$ cat config.mk
export PLATFORM = sky130hd
export DESIGN_NAME = pps_screen
export DESIGN_NICKNAME = d
export VERILOG_FILES = /design/src/pps_pkg.sv /design/src/pps_screen.sv
export SDC_FILE = /design/constraint.sdc
export NUM_CORES = 1
export LEC_CHECK = 0
export BUFFER_PORTS_ARGS = -buffer_cell sky130_fd_sc_hd__buf_2
export CAP_MARGIN = 20
export CORE_AREA = 2 2 207 209
export CTS_BUF_LIST = sky130_fd_sc_hd__clkbuf_4
export DETAILED_ROUTE_END_ITERATION = 12
export DIE_AREA = 0 0 209 211
export PLACE_DENSITY = 0.78
export SLEW_MARGIN = 20
export SYNTH_ARGS = -nofsm -noshare
export SYNTH_HDL_FRONTEND = slang
export SYNTH_SLANG_ARGS = --single-unit
$ cat constraint.sdc
create_clock -name clk -period 6.3 [get_ports clk]
set_input_delay 0.315 -clock clk [delete_from_list [all_inputs] [get_ports clk]]
set_output_delay 0.315 -clock clk [all_outputs]
set_load 0.02 [all_outputs]
$ cat src/pps_pkg.sv
package pps_pkg;
    // Table geometry
    localparam int SLOTS      = 5;
    localparam int DIGITS     = 16;
    localparam int CODE_MAX   = 6;
    localparam int PORTS      = 4;
    // Register byte offsets
    localparam logic [7:0] OFS_CMD     = 8'h00;
    localparam logic [7:0] OFS_ARG0    = 8'h04;
    localparam logic [7:0] OFS_ARG1    = 8'h08;
    localparam logic [7:0] OFS_RESP    = 8'h0C;
    localparam logic [7:0] OFS_CFG     = 8'h10;
    localparam logic [7:0] OFS_STAT    = 8'h14;
    localparam logic [7:0] OFS_IRQSTAT = 8'h18;
    localparam logic [7:0] OFS_IRQCLR  = 8'h1C;
    localparam logic [7:0] OFS_IRQEN   = 8'h20;
    localparam logic [7:0] OFS_LOGON   = 8'h24;
    // Command codes written to the command register
    localparam logic [3:0] CMD_SET_PREFIX    = 4'h0;
    localparam logic [3:0] CMD_RECALL_PREFIX = 4'h1;
    localparam logic [3:0] CMD_SET_BLOCKED   = 4'h2;
    localparam logic [3:0] CMD_RECALL_BLOCK  = 4'h3;
    localparam logic [3:0] CMD_SET_DUPLEX    = 4'h4;
    localparam logic [3:0] CMD_RECALL_DUPLEX = 4'h5;
    localparam logic [3:0] CMD_CALL_CONFIG   = 4'h6;
    localparam logic [3:0] CMD_AIR_ANSWER    = 4'h7;
    localparam logic [3:0] CMD_HANG_UP       = 4'h8;
    localparam logic [3:0] CMD_MATCH_BLOCKED = 4'h9;
    // Incoming-call modes
    localparam logic [1:0] MODE_OFF  = 2'h0;
    localparam logic [1:0] MODE_RING = 2'h1;
    localparam logic [1:0] MODE_CTRL = 2'h2;
    // Digit codes
    localparam logic [3:0] DIG_WILD = 4'hC;
    localparam logic [3:0] DIG_EOE  = 4'hB;
    // Error code for bad configuration
    localparam logic [3:0] ERR_CONFIG = 4'h4;
    localparam logic [3:0] ERR_NONE   = 4'h0;
    // Defaults
    localparam logic [7:0] RINGS_DEFAULT = 8'h01;
    // Timing
    localparam int CLK_HZ         = 100_000_000;
    localparam int LOGON_WAIT_S   = 9;
    localparam longint LOGON_CYC  = longint'(LOGON_WAIT_S) * CLK_HZ;
    localparam int IDLE_TMO_S     = 180;
    localparam longint IDLE_CYC   = longint'(IDLE_TMO_S) * CLK_HZ;
    // Interrupt bits
    localparam int IRQ_DONE = 0;
    localparam int IRQ_ERR  = 1;
    localparam int IRQ_RING = 2;
    localparam int IRQ_HANG = 3;
    localparam int IRQ_W    = 4;
    // One table slot: digits packed low digit first, length in digits
    typedef struct packed {
        logic       used;
        logic [4:0] len;
        logic [63:0] num;
    } pps_slot_t;
    // Line-side events
    typedef struct packed {
        logic       ring;
        logic       digit;
        logic [3:0] code;
    } pps_line_t;
endpackage

$ cat src/pps_screen.sv
// Local design decisions: the register offsets and register access over APB.
`timescale 1ns/1ps
// How it works
// Slot index 0..4, five entries per table
// Prefix recall returns digit count or empty flag
// Blocked entries whole number, wildcard matches any
// Per-port duplex for ports 1..4, reset half
// Value 1 half duplex, 0 full
// Full duplex passes phone audio always
// Half duplex mutes audio while port keyed
// Duplex taken from the port using patch
// Call mode 0 off, 1 ring, 2 control
// Ring mode rings air; control answers line
// Act after programmed ring count, default 1
// Ring mode needs port 1..3, else error 4
// Logon code 1..6 digits, empty gives error 4
// Logon then end digit within 9 seconds
// Control setup renames logon command to code
// Caller ends each command with end digit
// After logon, timeout hangs up by itself
// Air answer only while ringing, no response
// One air ring tone per line ring
module pps_screen #(
    parameter longint LOGON_CYCLES = pps_pkg::LOGON_CYC,
    parameter longint IDLE_CYCLES  = pps_pkg::IDLE_CYC
) (
    // Clock, reset, enable
    input  wire logic        clk,
    input  wire logic        sys_rst,
    input  wire logic        clkEn,
    // APB slave
    input  wire logic        psel,
    input  wire logic        penable,
    input  wire logic        pwrite,
    input  wire logic [7:0]  paddr,
    input  wire logic [31:0] pwdata,
    output logic      [31:0] prdata,
    output logic             pready,
    output logic             pslverr,
    // Telephone line and patch user
    input  wire pps_pkg::pps_line_t lineIn,
    input  wire logic [1:0]  patchPort,
    input  wire logic [3:0]  pttKeyed,
    output logic             offHook,
    output logic             audioMute,
    output logic [2:0]       airRing,
    output logic             loggedOn,
    output logic             irq
);
    // Elaboration check: a zero count would wrap the 40-bit compare to its maximum and never hang up in practice
    if (LOGON_CYCLES < 1 || IDLE_CYCLES < 1)
    begin : g_badTimeout
        $error("Timeout counts must be positive");
    end

    // Tables and settings
    pps_pkg::pps_slot_t prefixTab [pps_pkg::SLOTS];
    pps_pkg::pps_slot_t blockTab  [pps_pkg::SLOTS];
    logic [3:0]  halfDup_reg;                // One bit per radio port
    logic [1:0]  mode_reg;
    logic [7:0]  ringsNeed_reg;              // Binary ring count
    logic [2:0]  ringPorts_reg;
    logic [23:0] logonCode_reg;              // Logon command name
    logic [2:0]  logonLen_reg;
    logic [31:0] arg0_reg;
    logic [31:0] arg1_reg;
    logic [31:0] resp_reg;
    logic [pps_pkg::IRQ_W-1:0] irqStat_reg;
    logic [pps_pkg::IRQ_W-1:0] irqEn_reg;
    logic [pps_pkg::IRQ_W-1:0] irqSet;
    logic [7:0]  ringCnt_reg;
    logic        ringing_reg;
    logic [39:0] timer_reg;
    logic [23:0] entry_reg;
    logic [2:0]  entryLen_reg;

    typedef enum {ST_IDLE, ST_WAIT_LOGON, ST_ONLINE, ST_PATCH} pps_call_t;
    pps_call_t callSt;

    // Wildcard-aware comparison of a dialled number against a stored one
    function automatic logic numMatch(input pps_pkg::pps_slot_t s, input logic [63:0] n,
                                      input logic [4:0] len);
        logic ok;
        ok = s.used && (s.len == len);
        for (int i = 0; i < pps_pkg::DIGITS; i++)
            if (5'(i) < s.len && s.num[i*4 +: 4] != pps_pkg::DIG_WILD
                && s.num[i*4 +: 4] != n[i*4 +: 4])
                ok = 1'b0;
        return ok;
    endfunction

    // Slot index within range
    function automatic logic slotOk(input logic [2:0] s);
        return s < 3'(pps_pkg::SLOTS);
    endfunction

    // APB decode: zero-wait slave, every access completes in its access phase
    wire        acc  = psel && penable && clkEn;
    wire        wr   = acc && pwrite;
    wire        rd   = acc && !pwrite;
    wire [2:0]  slot = arg0_reg[2:0];
    wire [1:0]  cmdP = arg0_reg[1:0];
    logic       known;
    always_comb
    begin
        unique case (paddr)
            pps_pkg::OFS_CMD, pps_pkg::OFS_ARG0, pps_pkg::OFS_ARG1, pps_pkg::OFS_RESP,
            pps_pkg::OFS_CFG, pps_pkg::OFS_STAT, pps_pkg::OFS_IRQSTAT,
            pps_pkg::OFS_IRQCLR, pps_pkg::OFS_IRQEN, pps_pkg::OFS_LOGON:
                known = 1'b1;
            default:
                known = 1'b0;
        endcase
    end

    // Bus handshake and read data
    always_ff @(posedge clk)
    begin
        if (sys_rst)
        begin
            pready  <= 1'b0;
            pslverr <= 1'b0;
            prdata  <= 32'h0000_0000;
        end
        else if (clkEn)
        begin
            pready  <= psel && !penable;
            pslverr <= psel && !penable && !known;
            prdata  <= 32'h0000_0000;
            if (psel && !penable && !pwrite)
            begin
                unique case (paddr)
                    pps_pkg::OFS_ARG0:    prdata <= arg0_reg;
                    pps_pkg::OFS_ARG1:    prdata <= arg1_reg;
                    pps_pkg::OFS_RESP:    prdata <= resp_reg;
                    pps_pkg::OFS_CFG:     prdata <= {12'h000, ringPorts_reg, ringsNeed_reg,
                                                     3'h0, mode_reg, halfDup_reg};
                    pps_pkg::OFS_STAT:    prdata <= {26'h0000000, 1'b0, ringing_reg,
                                                     loggedOn, offHook, audioMute, irq};
                    pps_pkg::OFS_IRQSTAT: prdata <= {28'h0000000, irqStat_reg};
                    pps_pkg::OFS_IRQEN:   prdata <= {28'h0000000, irqEn_reg};
                    pps_pkg::OFS_LOGON:   prdata <= {5'h00, logonLen_reg, logonCode_reg};
                    default:              prdata <= 32'h0000_0000;
                endcase
            end
        end
    end

    // The access phase is one cycle: pready rises the cycle after setup
    wire doWr  = wr && pready;
    wire doCmd = doWr && paddr == pps_pkg::OFS_CMD;

    // Argument registers
    always_ff @(posedge clk)
    begin
        if (sys_rst)
        begin
            arg0_reg <= 32'h0000_0000;
            arg1_reg <= 32'h0000_0000;
        end
        else if (clkEn)
        begin
            if (doWr && paddr == pps_pkg::OFS_ARG0)
                arg0_reg <= pwdata;
            if (doWr && paddr == pps_pkg::OFS_ARG1)
                arg1_reg <= pwdata;
        end
    end

    // Command execution: tables, duplex, call configuration
    logic cmdErr;
    logic cmdDone;
    logic airAnswer;
    logic hangCmd;
    always_ff @(posedge clk)
    begin
        if (sys_rst)
        begin
            for (int i = 0; i < pps_pkg::SLOTS; i++)
            begin
                prefixTab[i] <= '0;
                blockTab[i]  <= '0;
            end
            halfDup_reg   <= 4'hF;
            mode_reg      <= pps_pkg::MODE_OFF;
            ringsNeed_reg <= pps_pkg::RINGS_DEFAULT;
            ringPorts_reg <= 3'h0;
            logonCode_reg <= 24'h000000;
            logonLen_reg  <= 3'h0;
            resp_reg      <= 32'h0000_0000;
            cmdErr        <= 1'b0;
            cmdDone       <= 1'b0;
            airAnswer     <= 1'b0;
            hangCmd       <= 1'b0;
        end
        else if (clkEn)
        begin
            cmdErr    <= 1'b0;
            cmdDone   <= 1'b0;
            airAnswer <= 1'b0;
            hangCmd   <= 1'b0;
            if (doCmd)
            begin
                cmdDone <= 1'b1;
                unique case (pwdata[3:0])
                    pps_pkg::CMD_SET_PREFIX, pps_pkg::CMD_SET_BLOCKED:
                        if (!slotOk(slot))
                            cmdErr <= 1'b1;
                        else if (pwdata[3:0] == pps_pkg::CMD_SET_PREFIX)
                            prefixTab[slot] <= '{arg0_reg[8:4] != 5'h00, arg0_reg[8:4],
                                                  {arg1_reg, 32'h0000_0000} >> 32};
                        else
                            blockTab[slot] <= '{arg0_reg[8:4] != 5'h00, arg0_reg[8:4],
                                                {arg1_reg, 32'h0000_0000} >> 32};
                    pps_pkg::CMD_RECALL_PREFIX, pps_pkg::CMD_RECALL_BLOCK:
                        if (!slotOk(slot))
                            cmdErr <= 1'b1;
                        else if (pwdata[3:0] == pps_pkg::CMD_RECALL_PREFIX)
                            // Bit 31 flags an empty slot
                            resp_reg <= prefixTab[slot].used ?
                                {3'h0, prefixTab[slot].len, 21'h000000, slot} :
                                {1'b1, 28'h0000000, slot};
                        else
                            resp_reg <= {3'h0, blockTab[slot].len, 21'h000000, slot};
                    pps_pkg::CMD_SET_DUPLEX:
                        halfDup_reg[cmdP] <= arg1_reg[0];
                    pps_pkg::CMD_RECALL_DUPLEX:
                        resp_reg <= {28'h0000000, halfDup_reg};
                    pps_pkg::CMD_CALL_CONFIG:
                        if (arg1_reg[1:0] == pps_pkg::MODE_RING && arg1_reg[12:10] == 3'h0)
                        begin
                            cmdErr   <= 1'b1;
                            resp_reg <= {28'h0000000, pps_pkg::ERR_CONFIG};
                        end
                        else if (arg1_reg[1:0] == pps_pkg::MODE_CTRL
                                 && (arg1_reg[15:13] == 3'h0
                                     || arg1_reg[15:13] > 3'(pps_pkg::CODE_MAX)))
                        begin
                            cmdErr   <= 1'b1;
                            resp_reg <= {28'h0000000, pps_pkg::ERR_CONFIG};
                        end
                        else
                        begin
                            mode_reg      <= arg1_reg[1:0];
                            ringsNeed_reg <= arg1_reg[9:2];
                            ringPorts_reg <= arg1_reg[12:10];
                            if (arg1_reg[1:0] == pps_pkg::MODE_CTRL)
                            begin
                                logonCode_reg <= arg0_reg[23:0];
                                logonLen_reg  <= arg1_reg[15:13];
                            end
                            resp_reg <= {28'h0000000, pps_pkg::ERR_NONE};
                        end
                    pps_pkg::CMD_AIR_ANSWER:
                        airAnswer <= 1'b1;
                    pps_pkg::CMD_HANG_UP:
                        hangCmd <= 1'b1;
                    pps_pkg::CMD_MATCH_BLOCKED:
                    begin
                        resp_reg <= 32'h0000_0000;
                        for (int i = 0; i < pps_pkg::SLOTS; i++)
                            if (numMatch(blockTab[i], {32'h0000_0000, arg1_reg},
                                         arg0_reg[8:4]))
                                resp_reg <= 32'h8000_0000 | 32'(i);
                    end
                    default:
                        cmdErr <= 1'b1;
                endcase
            end
        end
    end

    // Logon entry: digits shift in until the end-of-entry digit
    wire digitIn = lineIn.digit && clkEn;
    wire eoe     = digitIn && lineIn.code == pps_pkg::DIG_EOE;
    wire codeOk  = eoe && entryLen_reg == logonLen_reg && entry_reg == logonCode_reg;
    always_ff @(posedge clk)
    begin
        if (sys_rst || (clkEn && callSt != ST_WAIT_LOGON))
        begin
            entry_reg    <= 24'h000000;
            entryLen_reg <= 3'h0;
        end
        else if (eoe)
        begin
            entry_reg    <= 24'h000000;
            entryLen_reg <= 3'h0;
        end
        else if (digitIn && entryLen_reg < 3'(pps_pkg::CODE_MAX))
        begin
            entry_reg    <= {entry_reg[19:0], lineIn.code};
            entryLen_reg <= entryLen_reg + 3'h1;
        end
    end

    // Incoming call sequencing
    wire ringEv   = lineIn.ring && clkEn;
    wire countHit = ringCnt_reg + 8'h01 >= ringsNeed_reg;
    always_ff @(posedge clk)
    begin
        if (sys_rst)
        begin
            callSt      <= ST_IDLE;
            ringCnt_reg <= 8'h00;
            ringing_reg <= 1'b0;
            timer_reg   <= 40'h00_0000_0000;
            offHook     <= 1'b0;
            loggedOn    <= 1'b0;
            airRing     <= 3'h0;
        end
        else if (clkEn)
        begin
            airRing <= 3'h0;
            unique case (callSt)
                ST_IDLE:
                begin
                    offHook  <= 1'b0;
                    loggedOn <= 1'b0;
                    if (ringEv && mode_reg != pps_pkg::MODE_OFF)
                    begin
                        ringCnt_reg <= ringCnt_reg + 8'h01;
                        ringing_reg <= 1'b1;
                        if (countHit && mode_reg == pps_pkg::MODE_RING)
                            airRing <= ringPorts_reg;
                        else if (countHit && mode_reg == pps_pkg::MODE_CTRL)
                        begin
                            offHook   <= 1'b1;
                            callSt    <= ST_WAIT_LOGON;
                            timer_reg <= 40'h00_0000_0000;
                            ringCnt_reg <= 8'h00;
                        end
                    end
                    if (airAnswer && ringing_reg)
                    begin
                        offHook     <= 1'b1;
                        callSt      <= ST_PATCH;
                        ringCnt_reg <= 8'h00;
                        ringing_reg <= 1'b0;
                    end
                end
                ST_WAIT_LOGON:
                begin
                    ringing_reg <= 1'b0;
                    timer_reg   <= timer_reg + 40'h00_0000_0001;
                    if (codeOk)
                    begin
                        loggedOn  <= 1'b1;
                        callSt    <= ST_ONLINE;
                        timer_reg <= 40'h00_0000_0000;
                    end
                    else if (hangCmd || timer_reg >= 40'(LOGON_CYCLES - 1))
                    begin
                        offHook <= 1'b0;
                        callSt  <= ST_IDLE;
                    end
                end
                ST_ONLINE:
                begin
                    timer_reg <= digitIn ? 40'h00_0000_0000 : timer_reg + 40'h00_0000_0001;
                    if (hangCmd || timer_reg >= 40'(IDLE_CYCLES - 1))
                    begin
                        offHook <= 1'b0;
                        callSt  <= ST_IDLE;
                    end
                end
                ST_PATCH:
                    if (hangCmd)
                    begin
                        offHook <= 1'b0;
                        callSt  <= ST_IDLE;
                    end
            endcase
            // A second call while logged on inherits the logon
            if (callSt == ST_ONLINE && ringEv)
                offHook <= 1'b1;
        end
    end

    // Phone audio mute from the patch user's duplex setting
    always_ff @(posedge clk)
    begin
        if (sys_rst)
            audioMute <= 1'b0;
        else if (clkEn)
            audioMute <= halfDup_reg[patchPort] && pttKeyed[patchPort];
    end

    // Interrupt status: set wins over clear; hang-up is the fall of the hook
    logic offHookQ;                              // Hook level one cycle back
    assign irqSet = {offHookQ && !offHook, ringEv, cmdErr, cmdDone};
    always_ff @(posedge clk)
    begin
        if (sys_rst)
        begin
            irqStat_reg <= '0;
            irqEn_reg   <= '0;
            irq         <= 1'b0;
            offHookQ    <= 1'b0;
        end
        else if (clkEn)
        begin
            irqStat_reg <= (irqStat_reg & ~((doWr && paddr == pps_pkg::OFS_IRQCLR) ?
                           pwdata[pps_pkg::IRQ_W-1:0] : '0)) | irqSet;
            if (doWr && paddr == pps_pkg::OFS_IRQEN)
                irqEn_reg <= pwdata[pps_pkg::IRQ_W-1:0];
            irq <= |(irqStat_reg & irqEn_reg);
            offHookQ <= offHook;
        end
    end

    // Checks
    property p_mute;
        @(posedge clk) disable iff (sys_rst)
        clkEn |=> audioMute == ($past(halfDup_reg[patchPort]) && $past(pttKeyed[patchPort]));
    endproperty
    a_mute: assert property (p_mute) else $error("mute wrong");
    property p_ringcfg;
        @(posedge clk) disable iff (sys_rst)
        doCmd && pwdata[3:0] == pps_pkg::CMD_CALL_CONFIG && arg1_reg[1:0] == pps_pkg::MODE_RING
        && arg1_reg[12:10] == 3'h0 && clkEn |=> cmdErr && $stable(mode_reg);
    endproperty
    a_ringcfg: assert property (p_ringcfg) else $error("ring config accepted");
    property p_resetdup;
        @(posedge clk) sys_rst |=> halfDup_reg == 4'hF && mode_reg == pps_pkg::MODE_OFF;
    endproperty
    a_resetdup: assert property (p_resetdup) else $error("bad defaults");
    property p_airans;
        @(posedge clk) disable iff (sys_rst)
        $rose(offHook) && callSt == ST_PATCH |-> $past(ringing_reg, 1);
    endproperty
    a_airans: assert property (p_airans) else $error("answered without ring");
    property p_logon;
        @(posedge clk) disable iff (sys_rst)
        callSt == ST_WAIT_LOGON && clkEn && codeOk |=> loggedOn;
    endproperty
    a_logon: assert property (p_logon) else $error("logon missed");
    property p_ring;
        @(posedge clk) disable iff (sys_rst)
        |airRing |-> $past(mode_reg) == pps_pkg::MODE_RING;
    endproperty
    a_ring: assert property (p_ring) else $error("air ring in wrong mode");
    property p_ctrl;
        @(posedge clk) disable iff (sys_rst)
        callSt == ST_IDLE && $past(callSt) == ST_IDLE ##1 callSt == ST_WAIT_LOGON |-> offHook;
    endproperty
    a_ctrl: assert property (p_ctrl) else $error("answer without off hook");
    property p_slot;
        @(posedge clk) disable iff (sys_rst)
        doCmd && pwdata[3:0] == pps_pkg::CMD_SET_PREFIX && slot > 3'h4 |=> cmdErr;
    endproperty
    a_slot: assert property (p_slot) else $error("bad slot accepted");
endmodule

# Word-level counts from Yosys, hierarchy flattened
# Memories as Yosys holds them, arrays and structs flattened. A register that Yosys moved wholly into a read port is not among the register bits.
# Index checks and enable logic that the tools add are counted.
# word_totals
regBits,302
mem_bits_rw,380
mem_count,2
# op_classes
n_addsub,3
magnitude_cmp,89
n_eq_ne,170
mux,195
bitwise,6
reduce_logical,275
# mem_list
name,words,word_bits,read_ports,rd_ports_with_merged_regs,write_ports,line,text
blockTab,5,38,6,1,5,pps_screen.sv:58,pps_pkg::pps_slot_t blockTab [pps_pkg::SLOTS];
prefixTab,5,38,1,1,5,pps_screen.sv:57,pps_pkg::pps_slot_t prefixTab [pps_pkg::SLOTS];
# ops
operator,count
$mux W32,17
$pmux W32 S4,2
$pmux W32 S8,1
$lt A4 B5 Y1 const A,40
$mux W40,5
$logic_and A1 B1 Y1,194
$ne A4 B4 Y1,40
$ne A4 B4 Y1 const AB,40
$ne A4 B4 Y1 const B,40
$reduce_bool A4 Y1 const A,40
$mux W1,143
$pmux W40 S3,1
$lt A3 B5 Y1 const A,20
$mux W38,2
$reduce_or A38 Y1,2
$eq A32 B2 Y1 const B,2
$lt A1 B5 Y1 const A,10
$lt A2 B5 Y1 const A,10
$add A40 B1 Y40 const B,1
$ge A40 B30 Y1 const B,1
$ge A40 B35 Y1 const B,1
$mux W3,11
$eq A32 B1 Y1 const B,1
$eq A32 B3 Y1 const B,1
other kinds (55),113

# Logic depth before layout (Yosys ltp)
# An unclocked memory read counts as a cell.
# logic_depth
ltp_word,30
depth_mapped,14
depth_no_buf,12

# Worst setup path before layout
# Ideal clock, no wire load.
# synth_timing
kind,input -> register
from,in paddr[4]
to,"mem blockTab[4][0] (netlist name), enable pin"
arrival_ps,4473
slack_ps,1341
path_stages,7
n_path_buf,3
path_cell_list,buf_2 nor4_4 nand4_1 or3_1 buf_4 clkbuf_1 o21ai_0
# synth_lines
item,line,text
from (decl),pps_screen.sv:35,"input wire logic [7:0] paddr,"
to (decl),pps_screen.sv:58,

# Final worst setup path
# layout_timing
from,reg pready
to,reg logonCode_reg[18]
# layout_between
elab_chain_cells,3
# layout_lines
item,line,text
from (decl),pps_screen.sv:38,"output logic pready,"
from (signal assigned),pps_screen.sv:127,pready <= psel && !penable;
$logic_and A1 B1 Y1,pps_screen.sv:150,wire doWr = wr && pready;
$logic_and A1 B1 Y1,pps_screen.sv:151,wire doCmd = doWr && paddr == pps_pkg::OFS_CMD;
$reduce_and A6 Y1 (no source line),n/a,
to (signal assigned),pps_screen.sv:249,logonCode_reg <= arg0_reg[23:0];
to (decl),pps_screen.sv:63,logic [23:0] logonCode_reg;
# Every way passes these cells.
# A chain may end at the register's enable or synchronous reset.

==> results.toml <==
[route]
route.final.wire_length_mm = 73.1
drtIter0Drc = 2583
detail_route.first_pass.iterations = 8
ant_nets = 0
post-route-drc-count = 0
vias = 21000
viasPerCell = 6.23
wire_per_inst_um = 21.7

[worst_hold_path]
worst_hold_path.endpoint = "arg1_reg[26]"
timing.hold.worst.start = "pwdata[26]"
hold_class = "primary input to flop"
min_path_cells = 4

[job]
max_cap_viol_count = 0

[setup_path]
worstPathArrival_ns = 4.62
worst_r2r_path_depth = 8
cp-start-kind = "flop"
ff_to_ff_end = "logonCode_reg[18]"
end_kind = "flop"
regToRegSetupSlack_ns = 2.55
r2r_start = "pready"
worst_ep_required_time_ns = 7.17
critPathKind = "flop to flop"
timing.critical_path.fanout_max = 27

[place]
place.detailed.instances = 3078
detailed_place.area_sq_mm = 0.0258
post-place-ws_ns = 2.78
gp_routability_congestion = 0.980
place.port_buffers = 98
place_hpwl_mm = 48.9

[clock_tree]
cts_root_buffer = "sky130_fd_sc_hd__clkbuf_4"
cts.path.max_buffers = 3
tritoncts_num_sinks = 506
tritoncts = "done"
clkLatencyLatePin_ns = 0.99
clock_edge_transition_at_the_registers_on_the_reported_setup_and_hold_paths_ns = 0.07
cts_inserted_buffers = 136
cts_setup_buffers = 0
cts-htree-levels = 4

[floorplanning]
placementRows = 75
initial_utilization = 0.592
area_of_the_die_sq_mm = 0.0441
design.portCount = 99
coreArea_sq_mm = 0.0418
die_height_um = 211
die_width_um = 209

[pwr]
power_leakage_nw = 10.2
worst_ir_drop_vdd_uv = 151
share_clk_of_total_power = 0.434
internal_power_mw = 5.20
power-per-cell-area_mw_per_mm2 = 242
power.combinational.fraction = 0.044
seqPwrFrac = 0.521
switchingPower_mw = 1.63
switching_portion_of_total_power = 0.238

[synth]
synth_top_area_share = 0.307
ys_warn_count = 0
postSynthAreaPerCell_sq_um = 9.76
synth_area_leaders = "sky130_fd_sc_hd__edfxtp_1 31%, sky130_fd_sc_hd__dfxtp_1 20%, sky130_fd_sc_hd__nand2_1 5.7%"
syn-instance-count = 2533
post-synth-top-area-cell = "sky130_fd_sc_hd__edfxtp_1"
seq_area_frac_synth = 0.512
post-synth-top-count-cell = "sky130_fd_sc_hd__nand2_1"
synth_edf_count = 253
synth_seq_cells = 506
post_synth_top_flop = "sky130_fd_sc_hd__edfxtp_1"
post_synth_instance_area_sq_mm = 0.0247
synthArstFlopShare = 0
netlist_top_cells_count = "378 x sky130_fd_sc_hd__nand2_1, 253 x sky130_fd_sc_hd__dfxtp_1, 253 x sky130_fd_sc_hd__edfxtp_1, 248 x sky130_fd_sc_hd__a21oi_1, 214 x sky130_fd_sc_hd__and2_1"
yosysUniqueCellTypes = 80

[cells_and_area]
final_cells = 3376
largest_register_ffs = 205
stdcell_area_sq_mm = 0.0282
layout-area-overhead-vs-synth_pct = 14.2
post_route_cells_drive_above_1_share = 0.154
final_net_count = 2815
fillers = 3140

[sta]
layout_min_cycle_time_ns = 3.75
setup-tns-final_ns = 0
max-slew-margin-rel = 0.314
grt_setup_unrepaired = "no"
finalSetupViolCount = 0
layout_worst_path_cycle_share = 0.596
final_critical_path_setup_slack_ns = 2.55
finalMaxSlewViolations = 0
finalClockSkew_ns = 0.0576
tightest_slew_ns = 1.02
finalHoldViolCount = 0
final.hold.worst_slack_ns = 0.154
max_freq_ghz = 0.267

[global_routing]
grt_overflow = 0
grt_pass1_wl_mm = 113
groute.layer.met3.usage = 0.0916
grt_antenna_before_repair = 4
grtUsageTotal = 0.333
grt_busiest_layer = "met2"
largest_net_degree_at_the_start_of_global_routing = 76
grt.met2_usage = 0.508
grtUsageMet1 = 0.445
first_global_vias = 20100

[run_status]
status = "complete, no violations"
routing by layer:
layer  part of all wire  vias to the layer above
li1                   -                     9482
met1               0.40                    10100
met2               0.45                     1232
met3               0.11                      226
met4              0.038                        6
met5            0.00059                        -
worst max-delay path, cell delays in order, from the launching register on:
cell                            delay (ns)
sky130_fd_sc_hd__dfxtp_1              0.37
sky130_fd_sc_hd__nand3_1              0.11
sky130_fd_sc_hd__dlygate4sd3_1        0.61
sky130_fd_sc_hd__nor2_2               0.27
sky130_fd_sc_hd__nand3_1              0.29
sky130_fd_sc_hd__nor4_4               0.77
sky130_fd_sc_hd__and2_1               0.89
sky130_fd_sc_hd__nand2_1              0.15
sky130_fd_sc_hd__a21oi_1              0.18
through the flow:
| step | util | power, mW |
|---|---|---|
| after global routing | 0.676 | 7.05 |
| after floorplan | - | 3.79 |
| after global placement | 0.617 | 3.88 |
| after CTS | 0.674 | 6.85 |
| after detailed placement | 0.618 | 3.89 |
| final | 0.676 | 6.83 |
repair_timing:
action                                 CTS  global route
hold buffers                            61             0
endpoints found under the hold margin  128             0
gates resized for setup                  0             0
power by group through the flow:
stage | logic [mW] | clock network, mW | registers (mW)
finish | 0.304 | 2.97 | 3.56
global route | 0.323 | 3.17 | 3.57
CTS | 0.288 | 3.00 | 3.56
detailed placement | 0.259 | 0 | 3.63
global placement | 0.250 | 0 | 3.63
floorplan | 0.168 | 0 | 3.62
layout by cell type (no fill, tap or decap), types with 16 or more instances in the layout:
| master | synthesis | final |
|---|---|---|
| sky130_fd_sc_hd__nand2_1 | 378 | 378 |
| sky130_fd_sc_hd__edfxtp_1 | 253 | 253 |
| sky130_fd_sc_hd__dfxtp_1 | 253 | 252 |
| sky130_fd_sc_hd__a21oi_1 | 248 | 247 |
| sky130_fd_sc_hd__and2_1 | 214 | 214 |
| sky130_fd_sc_hd__clkbuf_4 | 0 | 200 |
| sky130_fd_sc_hd__nor2_1 | 164 | 162 |
| sky130_fd_sc_hd__xnor2_1 | 134 | 134 |
| sky130_fd_sc_hd__xor2_1 | 99 | 99 |
| sky130_fd_sc_hd__buf_2 | 7 | 97 |
| sky130_fd_sc_hd__dlygate4sd3_1 | 0 | 61 |
| sky130_fd_sc_hd__nand3_1 | 57 | 57 |
| sky130_fd_sc_hd__nand4_1 | 54 | 54 |
| sky130_fd_sc_hd__buf_4 | 5 | 53 |
| sky130_fd_sc_hd__o21ai_0 | 56 | 52 |
| sky130_fd_sc_hd__nor3_1 | 49 | 48 |
| sky130_fd_sc_hd__nor4_1 | 39 | 38 |
| sky130_fd_sc_hd__conb_1 | 1 | 33 |
| sky130_fd_sc_hd__a222oi_1 | 30 | 30 |
| sky130_fd_sc_hd__mux4_2 | 26 | 26 |
| sky130_fd_sc_hd__inv_1 | 23 | 23 |
| sky130_fd_sc_hd__a22oi_1 | 22 | 22 |
| sky130_fd_sc_hd__clkinv_1 | 0 | 20 |
| sky130_fd_sc_hd__and3_1 | 19 | 19 |
| sky130_fd_sc_hd__a32oi_1 | 19 | 19 |
| sky130_fd_sc_hd__a31oi_1 | 17 | 16 |
| sky130_fd_sc_hd__ha_1 | 16 | 16 |
final cells by class:
cell class / count / area (sq um) / area share
timing repair buffer: 216 / 1620 / 0.0572
antenna: 1 / 2.50 / 0.0000886
sequential: 506 / 12700 / 0.448
clock inverter: 33 / 221 / 0.00784
tap: 539 / 674 / 0.0239
clock buffer: 200 / 1500 / 0.0532
inverter: 25 / 93.8 / 0.00332
multi-input combinational: 1856 / 11500 / 0.406
kinds of logic after synthesis:
group / share of synthesized area
mux: 0.0266
xor+xnor: 0.0825
simple gates: 0.216
buf+inv: 0.0322
fa+ha+maj: 0.00810
other cells: 0.000152
compound gates: 0.122
flops: 0.512
how the worst max path moves through the flow:
stage | startpoint | to | cells after the start
floorplan | paddr[4] | blockTab[4][0] | 7
global placement | paddr[3] | blockTab[0][32] | 8
detailed placement | paddr[3] | blockTab[0][5] | 8
CTS | pready | logonCode_reg[18] | 8
global route | pready | logonCode_reg[21] | 8
finish | pready | logonCode_reg[18] | 8
Note: power is estimated with default switching activity, not from simulation.
